<file path="src/logic/data_space_pkg.sv">
// shared constants and types of the data-space decoder
package data_space_pkg;

	localparam int ADDR_W     = 8;
	localparam int DATA_W     = 8;
	localparam int OFFSET_W   = 6;
	localparam int ROM_ADDR_W = 14;
	localparam int EE_ADDR_W  = 9;

	// data-space areas
	localparam logic [7:0] BANK_AREA_HI   = 8'h3F;
	localparam logic [7:0] WINDOW_LO      = 8'h40;
	localparam logic [7:0] WINDOW_HI      = 8'h7F;
	localparam logic [7:0] DIRECT_RAM_LO  = 8'h80;
	localparam logic [7:0] DIRECT_RAM_HI  = 8'hBF;

	// fixed register addresses
	localparam logic [7:0] ROM_WINDOW_BASE_ADDR  = 8'hC9;
	localparam logic [7:0] DATA_BANK_SELECT_ADDR = 8'hE8;
	localparam logic [7:0] LATCH_CTRL_ADDR       = 8'hE9;
	localparam logic [7:0] EEPROM_CTRL_ADDR      = 8'hEA;

	// display control window inside display page 6
	localparam logic [5:0] OSD_CTRL_LO = 6'h10;
	localparam logic [5:0] OSD_CTRL_HI = 6'h17;

	// bank register field positions
	localparam int BANK_EE_HIGH_BIT = 7;
	localparam int BANK_OSD6_BIT    = 6;
	localparam int BANK_OSD5_BIT    = 5;
	localparam int BANK_RAM4_BIT    = 4;
	localparam int BANK_RAM3_BIT    = 3;
	localparam int BANK_RAM2_BIT    = 2;

	// page numbering towards the memories
	localparam logic [2:0] EE_HIGH_PAGE_BASE = 3'h3;
	localparam logic [1:0] RAM_DIRECT_SLOT   = 2'h0;
	localparam logic [1:0] RAM_PAGE2_SLOT    = 2'h1;
	localparam logic [1:0] RAM_PAGE3_SLOT    = 2'h2;
	localparam logic [1:0] RAM_PAGE4_SLOT    = 2'h3;
	localparam logic       OSD_PAGE5         = 1'b0;
	localparam logic       OSD_PAGE6         = 1'b1;

	// read answer when nothing drives the data
	localparam logic [7:0] RDATA_NONE = 8'h00;

	typedef enum logic [2:0] {
		TGT_NONE,
		TGT_RAM,
		TGT_EEPROM,
		TGT_OSD,
		TGT_ROM,
		TGT_REG,
		TGT_LOCAL
	} target_t;

	typedef enum logic [1:0] {
		ACC_IDLE,
		ACC_STROBE,
		ACC_CAPTURE
	} acc_state_t;

endpackage

</file>
<file path="src/logic/bank_sel_if.sv">
// selection state passed from the register holder to the decoder
`timescale 1ns/1ps
interface bank_sel_if;
	logic [7:0]                  window_base;
	logic                        window_valid;
	data_space_pkg::target_t     bank_kind;
	logic [2:0]                  bank_page;

	modport owner (output window_base, output window_valid, output bank_kind, output bank_page);
	modport user  (input window_base, input window_valid, input bank_kind, input bank_page);
endinterface

</file>
<file path="src/logic/data_space_decoder.sv">
// data-space address decoder: direct ram, rom window, banked area, registers
`timescale 1ns/1ps
module data_space_decoder (
	// clock and reset
	input  wire logic                       CORE_CLK,
	input  wire logic                       SRST,
	// core request
	input  wire logic                       REQ_RD,
	input  wire logic                       REQ_WR,
	input  wire logic [7:0]                 REQ_ADDR,
	input  wire logic [7:0]                 REQ_WDATA,
	// core answer
	output logic                            CORE_READY,
	output logic                            CORE_DONE,
	output logic                            CORE_ABORT,
	output logic [7:0]                      CORE_RDATA,
	// write data shared by all targets
	output logic                            MEM_WR,
	output logic [7:0]                      MEM_WDATA,
	// data ram
	output logic                            RAM_SEL,
	output logic [7:0]                      RAM_ADDR,
	input  wire logic [7:0]                 RAM_RDATA,
	// eeprom
	input  wire logic                       EE_BUSY,
	output logic                            EE_SEL,
	output logic [8:0]                      EE_ADDR,
	input  wire logic [7:0]                 EE_RDATA,
	// display ram
	output logic                            OSD_SEL,
	output logic                            OSD_CTRL_SEL,
	output logic                            OSD_PAGE,
	output logic [5:0]                      OSD_ADDR,
	input  wire logic [7:0]                 OSD_RDATA,
	// program rom data port
	output logic                            ROM_RD,
	output logic [13:0]                     ROM_ADDR,
	input  wire logic [7:0]                 ROM_RDATA,
	// peripheral registers
	output logic                            REG_SEL,
	output logic                            LATCH_CTRL_SEL,
	output logic                            EE_CTRL_SEL,
	output logic [7:0]                      REG_ADDR,
	input  wire logic [7:0]                 REG_RDATA
);

	data_space_pkg::acc_state_t  state;
	data_space_pkg::acc_state_t  next_state;
	data_space_pkg::target_t     next_target;
	data_space_pkg::target_t     bank_target;
	data_space_pkg::target_t     cap_target;
	logic                        cap_read;
	logic                        cap_abort;
	logic [7:0]                  return_data;

	bank_sel_if sel ();

	// ------------------------------------------------------------------
	// request acceptance
	// ------------------------------------------------------------------
	// a write wins when both strobes come together
	wire logic req_any  = REQ_RD || REQ_WR;
	wire logic take     = CORE_READY && req_any;
	wire logic is_write = REQ_WR;
	wire logic [5:0] offset = REQ_ADDR[data_space_pkg::OFFSET_W-1:0];

	// ------------------------------------------------------------------
	// area decode
	// ------------------------------------------------------------------
	wire logic in_bank   = REQ_ADDR <= data_space_pkg::BANK_AREA_HI;
	wire logic in_window = (REQ_ADDR >= data_space_pkg::WINDOW_LO) &&
		(REQ_ADDR <= data_space_pkg::WINDOW_HI);
	wire logic in_direct = (REQ_ADDR >= data_space_pkg::DIRECT_RAM_LO) &&
		(REQ_ADDR <= data_space_pkg::DIRECT_RAM_HI);
	wire logic hit_window_reg = REQ_ADDR == data_space_pkg::ROM_WINDOW_BASE_ADDR;
	wire logic hit_bank_reg   = REQ_ADDR == data_space_pkg::DATA_BANK_SELECT_ADDR;
	wire logic hit_latch_ctrl = REQ_ADDR == data_space_pkg::LATCH_CTRL_ADDR;
	wire logic hit_ee_ctrl    = REQ_ADDR == data_space_pkg::EEPROM_CTRL_ADDR;

	// eeprom page access while programming runs goes nowhere; the
	// eeprom itself keeps programming since it never sees the strobe
	wire logic ee_blocked = in_bank && (sel.bank_kind == data_space_pkg::TGT_EEPROM) && EE_BUSY;

	assign bank_target = ee_blocked ? data_space_pkg::TGT_NONE : sel.bank_kind;

	// the rom window is read-only; writes there are dropped
	wire logic rom_ok = sel.window_valid && !is_write;

	// the two selection registers live here, so they never strobe a target
	assign next_target = (hit_window_reg || hit_bank_reg) ? data_space_pkg::TGT_LOCAL :
		in_bank   ? bank_target :
		in_window ? (rom_ok ? data_space_pkg::TGT_ROM : data_space_pkg::TGT_NONE) :
		in_direct ? data_space_pkg::TGT_RAM : data_space_pkg::TGT_REG;

	wire logic writable = (next_target == data_space_pkg::TGT_RAM) ||
		(next_target == data_space_pkg::TGT_EEPROM) ||
		(next_target == data_space_pkg::TGT_OSD) ||
		(next_target == data_space_pkg::TGT_REG);

	// ------------------------------------------------------------------
	// address forming per target
	// ------------------------------------------------------------------
	// window base sits above the six offset bits: 8 + 6 bits cap the reach at 16K
	wire logic [13:0] next_rom_addr = {sel.window_base, offset};

	// slot 0 is the direct ram, banked ram pages follow in slots 1 to 3
	wire logic [1:0] ram_slot = in_direct ? data_space_pkg::RAM_DIRECT_SLOT : sel.bank_page[1:0];
	wire logic [7:0] next_ram_addr = {ram_slot, offset};

	// page times 64 plus offset across six pages gives 384 bytes
	wire logic [8:0] next_ee_addr = {sel.bank_page, offset};

	// control registers decode only on display page 6
	wire logic next_osd_page = sel.bank_page[0];
	wire logic osd_ctrl_hit = (next_osd_page == data_space_pkg::OSD_PAGE6) &&
		(offset >= data_space_pkg::OSD_CTRL_LO) &&
		(offset <= data_space_pkg::OSD_CTRL_HI);

	// ------------------------------------------------------------------
	// selection registers
	// ------------------------------------------------------------------
	// written on the taking edge; the next request is taken three edges later,
	// so every later access sees the new value
	wire logic write_window = take && is_write && hit_window_reg;
	wire logic write_bank   = take && is_write && hit_bank_reg;

	select_regs regs (
		.clk          (CORE_CLK),
		.srst         (SRST),
		.write_window (write_window),
		.write_bank   (write_bank),
		.wdata        (REQ_WDATA),
		.sel          (sel)
	);

	// ------------------------------------------------------------------
	// access sequencing
	// ------------------------------------------------------------------
	// a fixed three-cycle path; no target can stretch an access
	always_comb begin
		case (state)
			data_space_pkg::ACC_IDLE: begin
				next_state = take ? data_space_pkg::ACC_STROBE : data_space_pkg::ACC_IDLE;
			end
			data_space_pkg::ACC_STROBE: begin
				next_state = data_space_pkg::ACC_CAPTURE;
			end
			data_space_pkg::ACC_CAPTURE: begin
				next_state = data_space_pkg::ACC_IDLE;
			end
			default: begin
				next_state = data_space_pkg::ACC_IDLE;
			end
		endcase
	end

	always_ff @(posedge CORE_CLK) begin
		if (SRST) begin
			state <= data_space_pkg::ACC_IDLE;
		end else begin
			state <= next_state;
		end
	end

	wire logic capturing = state == data_space_pkg::ACC_CAPTURE;

	// one select per target, qualified by the take so a refused request leaves no trace
	wire logic go_ram      = take && (next_target == data_space_pkg::TGT_RAM);
	wire logic go_ee       = take && (next_target == data_space_pkg::TGT_EEPROM);
	wire logic go_osd      = take && (next_target == data_space_pkg::TGT_OSD);
	wire logic go_osd_ctrl = go_osd && osd_ctrl_hit;
	wire logic go_rom      = take && (next_target == data_space_pkg::TGT_ROM);
	wire logic go_reg      = take && (next_target == data_space_pkg::TGT_REG);
	wire logic go_latch    = take && hit_latch_ctrl;
	wire logic go_ee_ctrl  = take && hit_ee_ctrl;
	wire logic go_wr       = take && is_write && writable;

	// remember what the access was until its answer is captured
	always_ff @(posedge CORE_CLK) begin
		if (SRST) begin
			cap_target <= data_space_pkg::TGT_NONE;
			cap_read   <= 1'b0;
			cap_abort  <= 1'b0;
		end else if (take) begin
			cap_target <= next_target;
			cap_read   <= !is_write;
			cap_abort  <= ee_blocked;
		end
	end

	// ------------------------------------------------------------------
	// one-cycle target strobes
	// ------------------------------------------------------------------
	always_ff @(posedge CORE_CLK) begin
		if (SRST) begin
			RAM_SEL        <= 1'b0;
			EE_SEL         <= 1'b0;
			OSD_SEL        <= 1'b0;
			OSD_CTRL_SEL   <= 1'b0;
			ROM_RD         <= 1'b0;
			REG_SEL        <= 1'b0;
			LATCH_CTRL_SEL <= 1'b0;
			EE_CTRL_SEL    <= 1'b0;
			MEM_WR         <= 1'b0;
		end else begin
			RAM_SEL        <= go_ram;
			EE_SEL         <= go_ee;
			OSD_SEL        <= go_osd;
			OSD_CTRL_SEL   <= go_osd_ctrl;
			ROM_RD         <= go_rom;
			REG_SEL        <= go_reg;
			LATCH_CTRL_SEL <= go_latch;
			EE_CTRL_SEL    <= go_ee_ctrl;
			MEM_WR         <= go_wr;
		end
	end

	// ------------------------------------------------------------------
	// addresses and write data, held until the next access
	// ------------------------------------------------------------------
	always_ff @(posedge CORE_CLK) begin
		if (SRST) begin
			MEM_WDATA <= 8'h00;
			REG_ADDR  <= 8'h00;
		end else if (take) begin
			// a refused request never moves them
			MEM_WDATA <= REQ_WDATA;
			REG_ADDR  <= REQ_ADDR;
		end
	end

	always_ff @(posedge CORE_CLK) begin
		if (SRST) begin
			RAM_ADDR <= 8'h00;
			EE_ADDR  <= 9'h000;
			OSD_PAGE <= 1'b0;
			OSD_ADDR <= 6'h00;
			ROM_ADDR <= 14'h0000;
		end else if (take) begin
			RAM_ADDR <= next_ram_addr;
			EE_ADDR  <= next_ee_addr;
			OSD_PAGE <= next_osd_page;
			OSD_ADDR <= offset;
			ROM_ADDR <= next_rom_addr;
		end
	end

	// ------------------------------------------------------------------
	// read data return
	// ------------------------------------------------------------------
	// targets answer one cycle after their strobe; registers of the
	// selection pair are write-only and read back as the idle value
	always_comb begin
		case (cap_target)
			data_space_pkg::TGT_RAM: begin
				return_data = RAM_RDATA;
			end
			data_space_pkg::TGT_EEPROM: begin
				return_data = EE_RDATA;
			end
			data_space_pkg::TGT_OSD: begin
				return_data = OSD_RDATA;
			end
			data_space_pkg::TGT_ROM: begin
				return_data = ROM_RDATA;
			end
			data_space_pkg::TGT_REG: begin
				return_data = REG_RDATA;
			end
			default: begin
				return_data = data_space_pkg::RDATA_NONE;
			end
		endcase
	end

	// writes answer the idle value so stale read data never looks fresh
	always_ff @(posedge CORE_CLK) begin
		if (SRST) begin
			CORE_RDATA <= data_space_pkg::RDATA_NONE;
		end else if (capturing) begin
			CORE_RDATA <= cap_read ? return_data : data_space_pkg::RDATA_NONE;
		end
	end

	// ------------------------------------------------------------------
	// handshake towards the core
	// ------------------------------------------------------------------
	// one access in flight keeps the return path a plain mux, at the
	// price of a request every three cycles at best
	always_ff @(posedge CORE_CLK) begin
		if (SRST) begin
			CORE_READY <= 1'b1;
			CORE_DONE  <= 1'b0;
			CORE_ABORT <= 1'b0;
		end else begin
			CORE_DONE  <= capturing;
			CORE_ABORT <= capturing && cap_abort;
			// ready drops on the take itself, so later requests are ignored until done
			if (take) begin
				CORE_READY <= 1'b0;
			end else if (capturing) begin
				CORE_READY <= 1'b1;
			end
		end
	end

endmodule // data_space_decoder

</file>
<file path="src/logic/select_regs.sv">
// write-only window and bank registers with bank decode
`timescale 1ns/1ps
module select_regs (
	// clock and reset
	input  wire logic        clk,
	input  wire logic        srst,
	// register writes
	input  wire logic        write_window,
	input  wire logic        write_bank,
	input  wire logic [7:0]  wdata,
	// decoded selection
	bank_sel_if.owner        sel
);
	logic [7:0] window_base;
	logic [7:0] bank;
	logic       window_valid;
	logic       bank_valid;

	// contents are not reset: software must write them before use
	always_ff @(posedge clk) begin
		if (write_window) begin
			window_base <= wdata;
		end
		if (write_bank) begin
			bank <= wdata;
		end
	end

	// only the written-yet flags are reset so unwritten contents never steer a strobe
	always_ff @(posedge clk) begin
		if (srst) begin
			window_valid <= 1'b0;
			bank_valid   <= 1'b0;
		end else begin
			window_valid <= window_valid | write_window;
			bank_valid   <= bank_valid | write_bank;
		end
	end

	wire logic [1:0] ee_low  = bank[1:0];
	wire logic       ee_hit  = |ee_low;
	wire logic [2:0] ee_base = bank[data_space_pkg::BANK_EE_HIGH_BIT] ? data_space_pkg::EE_HIGH_PAGE_BASE : 3'h0;
	wire logic [2:0] ee_page = ee_base + {1'b0, ee_low} - 3'h1;

	wire logic       ram2    = bank[data_space_pkg::BANK_RAM2_BIT];
	wire logic       ram3    = bank[data_space_pkg::BANK_RAM3_BIT];
	wire logic       ram4    = bank[data_space_pkg::BANK_RAM4_BIT];
	wire logic       ram_hit = ram2 | ram3 | ram4;
	wire logic [1:0] ram_slot = ram2 ? data_space_pkg::RAM_PAGE2_SLOT :
		ram3 ? data_space_pkg::RAM_PAGE3_SLOT : data_space_pkg::RAM_PAGE4_SLOT;

	wire logic       osd5    = bank[data_space_pkg::BANK_OSD5_BIT];
	wire logic       osd6    = bank[data_space_pkg::BANK_OSD6_BIT];
	wire logic       osd_hit = osd5 | osd6;
	wire logic       osd_page = osd5 ? data_space_pkg::OSD_PAGE5 : data_space_pkg::OSD_PAGE6;

	// with several choices set, eeprom wins over ram, ram over display
	assign sel.bank_kind = !bank_valid ? data_space_pkg::TGT_NONE :
		ee_hit ? data_space_pkg::TGT_EEPROM :
		ram_hit ? data_space_pkg::TGT_RAM :
		osd_hit ? data_space_pkg::TGT_OSD : data_space_pkg::TGT_NONE;
	assign sel.bank_page = ee_hit ? ee_page : ram_hit ? {1'b0, ram_slot} : {2'b00, osd_page};
	assign sel.window_base  = window_base;
	assign sel.window_valid = window_valid;

endmodule // select_regs

</file>
<file path="config.mk">
export PLATFORM = sky130hd
export DESIGN_NAME = data_space_decoder
export DESIGN_NICKNAME = d
export VERILOG_FILES = /design/src/logic/data_space_pkg.sv /design/src/logic/bank_sel_if.sv /design/src/logic/data_space_decoder.sv /design/src/logic/select_regs.sv
export SDC_FILE = /design/constraint.sdc
export NUM_CORES = 1
export LEC_CHECK = 0
export BUFFER_PORTS_ARGS = -buffer_cell sky130_fd_sc_hd__buf_4
export CORE_MARGIN = 10
export CORE_UTILIZATION = 53
export CTS_BUF_LIST = sky130_fd_sc_hd__clkbuf_4 sky130_fd_sc_hd__clkbuf_8
export DETAILED_ROUTE_END_ITERATION = 7
export PLACE_DENSITY = 0.88
export SKIP_LAST_GASP = 1
export SLEW_MARGIN = 20
export SYNTH_ARGS = -nofsm -noshare
export SYNTH_HDL_FRONTEND = slang
export SYNTH_SLANG_ARGS = --single-unit
</file>
<file path="constraint.sdc">
create_clock -name CORE_CLK -period 5.86 [get_ports CORE_CLK]
set_input_delay 0.586 -clock CORE_CLK [delete_from_list [all_inputs] [get_ports CORE_CLK]]
set_output_delay 0.586 -clock CORE_CLK [all_outputs]
set_load 0.02 [all_outputs]
</file>
==> reports/results.tsv <==
stage	metric	value	unit
setup_path	critical_path.endpoint_type	flip-flop	
cells_and_area	final_common_cell	buf_4	
detailed_routing	vias	2773	
setup_path	critPathArrivalTime	2360	ps
yosys	syn-cell-area	0.00317	sq mm
power	pwr-share-seq	48.3	%
setup_path	worstReg2RegStart	cap_target[1]	
detailed_routing	vias_per_cell	5.36	
setup_path	ff2ff_path_depth	3	
clock_network	cts_resized	0	
sta	min_period_over_period	41.0	%
floorplan	core	0.00585	sq mm
clock_network	path_clk_slew	70	ps
yosys	yosysWarnings	0	
cells_and_area	fin_nets	501	
yosys	synth_edf_count	16	
placement	hpwl	6630	microns
min_path	min_to	regs.sel.window_base[7]	
power	combPwrFrac	19.7	%
placement	gp_congestion	0.808	
floorplan	rows	28	
floorplan	die-area	0.00948	sq mm
power	p_clk_share	32.0	%
power	power_leakage	0.00180	uW
setup_path	crit_type	primary input to flip-flop	
power	powerDensity	278	mW/mm^2
sta	tightest_slew	1120	ps
sta	relSlewSlack	25.4	%
clock_network	cts_setup_buffers	0	
sta	hold_viol_final	0	
sta	fin_ws	3460	ps
cells_and_area	fillerInstances	440	
outcome	status	finished clean	
sta	max_freq	0.417	GHz
global_route	gr-total-overflow	0	
sta	period_minus_slack	2400	ps
clock_network	root_buffer	clkbuf_8	
power	power	1170	uW
yosys	synth_cell_types	44	
detailed_routing	drc	0	
clock_network	cts.sinks	74	
min_path	min_path_cells	1	
yosys	syn_nets	401	
sta	fin_setup_tns	0	ps
clock_network	cts_max_level	3	
setup_path	start_kind	primary input	
detailed_routing	wirelength	8750	microns
yosys	synth_seq_area_share	51.8	%
floorplan	io_pins	135	
yosys	ys_ff_latch	74	
job	drv_cap	0	
sta	setup_viol	0	
power	p_sw_share	28.3	%
global_route	grt_use_total	17.8	%
sta	maxSlewViolCount	0	
clock_network	cts_tree	done	
yosys	async_flop_share	0	%
sta	grt_setup_unrepaired	false	
cells_and_area	diodes	0	
detailed_routing	first_pass_iters	5	
floorplan	die_x	97.3	microns
clock_network	clock_latency	340	ps
setup_path	path_max_fanout	9	
global_route	grt_pass1_vias	2778	
setup_path	rrSetupSlack	3770	ps
cells_and_area	syn2layout_area_growth	33.1	%
yosys	avgSynthCellArea	9.41	sq um
detailed_routing	drtAntennaViolNets	0	
global_route	grt_pass1_wl	14000	microns
clock_network	clock_path_buffers	2	
detailed_routing	routedWlPerCell	16.9	microns
yosys	synth_top_flop_cell	dfxtp_1	
floorplan	die_h	97.3	microns
yosys	synthCells	337	
detailed_routing	drtIter0Drc	135	
sta	final.setup_skew	9.08	ps
clock_network	ctsHoldBuffers	0	
setup_path	crit_required	5820	ps
cells_and_area	instances_no_fill	517	
floorplan	initial_utilization	54.2	%
cells_and_area	drive_above_1_share	36.0	%
power	p_int	842	uW
setup_path	r2r_end	CORE_RDATA[0]	
placement	io_buffers	134	
global_route	grt_max_degree	42	
cells_and_area	postLayoutCoreUtil	72.1	%
min_path	min-delay-start	REQ_WDATA[7]	
clock_network	cts_buffers	9	
power	p_sw	332	uW
placement	placed_cells	501	
power	ir_worst_vdd	0.240	mV
min_path	min_path_type	primary input to flip-flop	
placement	post-place-ws	3240	ps
global_route	antenna_found_initial	0	
cells_and_area	layout_common_cells	buf_4, nand2_1, dfxtp_1	
cell usage after synthesis (all sizes together) (4+ instances only):
master	n	area, sq um
a221o	8	80.1
mux2i	8	80.1
o21ai	6	33.8
clkbuf	20	75.1
edfxtp	16	480
nand3	5	25.0
nor4b	4	35.0
a21oi	35	175
nand2	67	251
nor2	14	52.6
inv	10	37.5
a32o	8	80.1
nor2b	5	31.3
o211ai	8	60.1
buf	27	196
nor3	8	40.0
dfxtp	58	1160
registers in the layout (all words and copies together) (netlist names), 2 cells and up:
register	cells
state	2
cap_target	3
regs.bank	8
EE_ADDR	3
CORE_RDATA	8
regs.sel.window_base	8
RAM_ADDR	2
ROM_ADDR	8
MEM_WDATA	8
REG_ADDR	8
through the flow:
stage	hold slack, ps	instance area [sq um]
final	437	4220
after global routing	416	4220
after CTS	416	4220
after detailed placement	450	4030
after global placement	435	4030
after floorplan	425	3170
how the worst max path moves through the flow:
stage                start      endpoint  slack (ps)
2_1_floorplan  REQ_ADDR[1]  regs.bank[0]        3260
3_5_place_dp   REQ_ADDR[1]  regs.bank[0]        3240
6_report       REQ_ADDR[1]  regs.bank[2]        3460
3_3_place_gp   REQ_ADDR[1]  regs.bank[0]        3300
5_1_grt        REQ_ADDR[1]  regs.bank[6]        3370
4_1_cts        REQ_ADDR[1]  regs.bank[2]        3500
worst max-delay path: stages:
cell and delay, ps:
buf_4 120, nor4b_1 610, nand3_1 170, nor4b_2 870
layout make-up:
type	count	area (sq um)	area share [%]
clock buffers	10	131	3.11
clock inverters	6	57.6	1.36
inverters	10	37.5	0.889
multi-input cells	206	1240	29.3
flip-flops and latches	74	1640	38.9
well taps	75	93.8	2.22
repair buffers	136	1020	24.2
layer usage:
| layer | vias to the layer above | track usage (%) | part of all wire (%) |
|---|---|---|---|
| li1 | 1359 | - | - |
| met1 | 1286 | 19.1 | 40 |
| met2 | 118 | 30.8 | 51 |
| met3 | 10 | 7.25 | 7.9 |
| met4 | 0 | 6.04 | 1.6 |
| met5 | - | 0 | 0 |
logic make-up after synthesis:
logic type / Yosys count / share of synthesized area [%]
buf+inv: 57 / 9.75
flops: 74 / 51.8
fa+ha+maj: 3 / 1.18
xor+xnor: 2 / 0.553
simple gates: 117 / 16.9
compound gates: 76 / 17.4
mux: 8 / 2.53
power by group through the flow:
stage / combinational, uW / sequential (uW) / clock [uW]
floorplan: 125 / 593 / 0
global route: 251 / 571 / 403
global placement: 226 / 577 / 0
finish: 231 / 567 / 376
detailed placement: 232 / 579 / 0
CTS: 233 / 567 / 383
(Power assumes the default switching activity.)
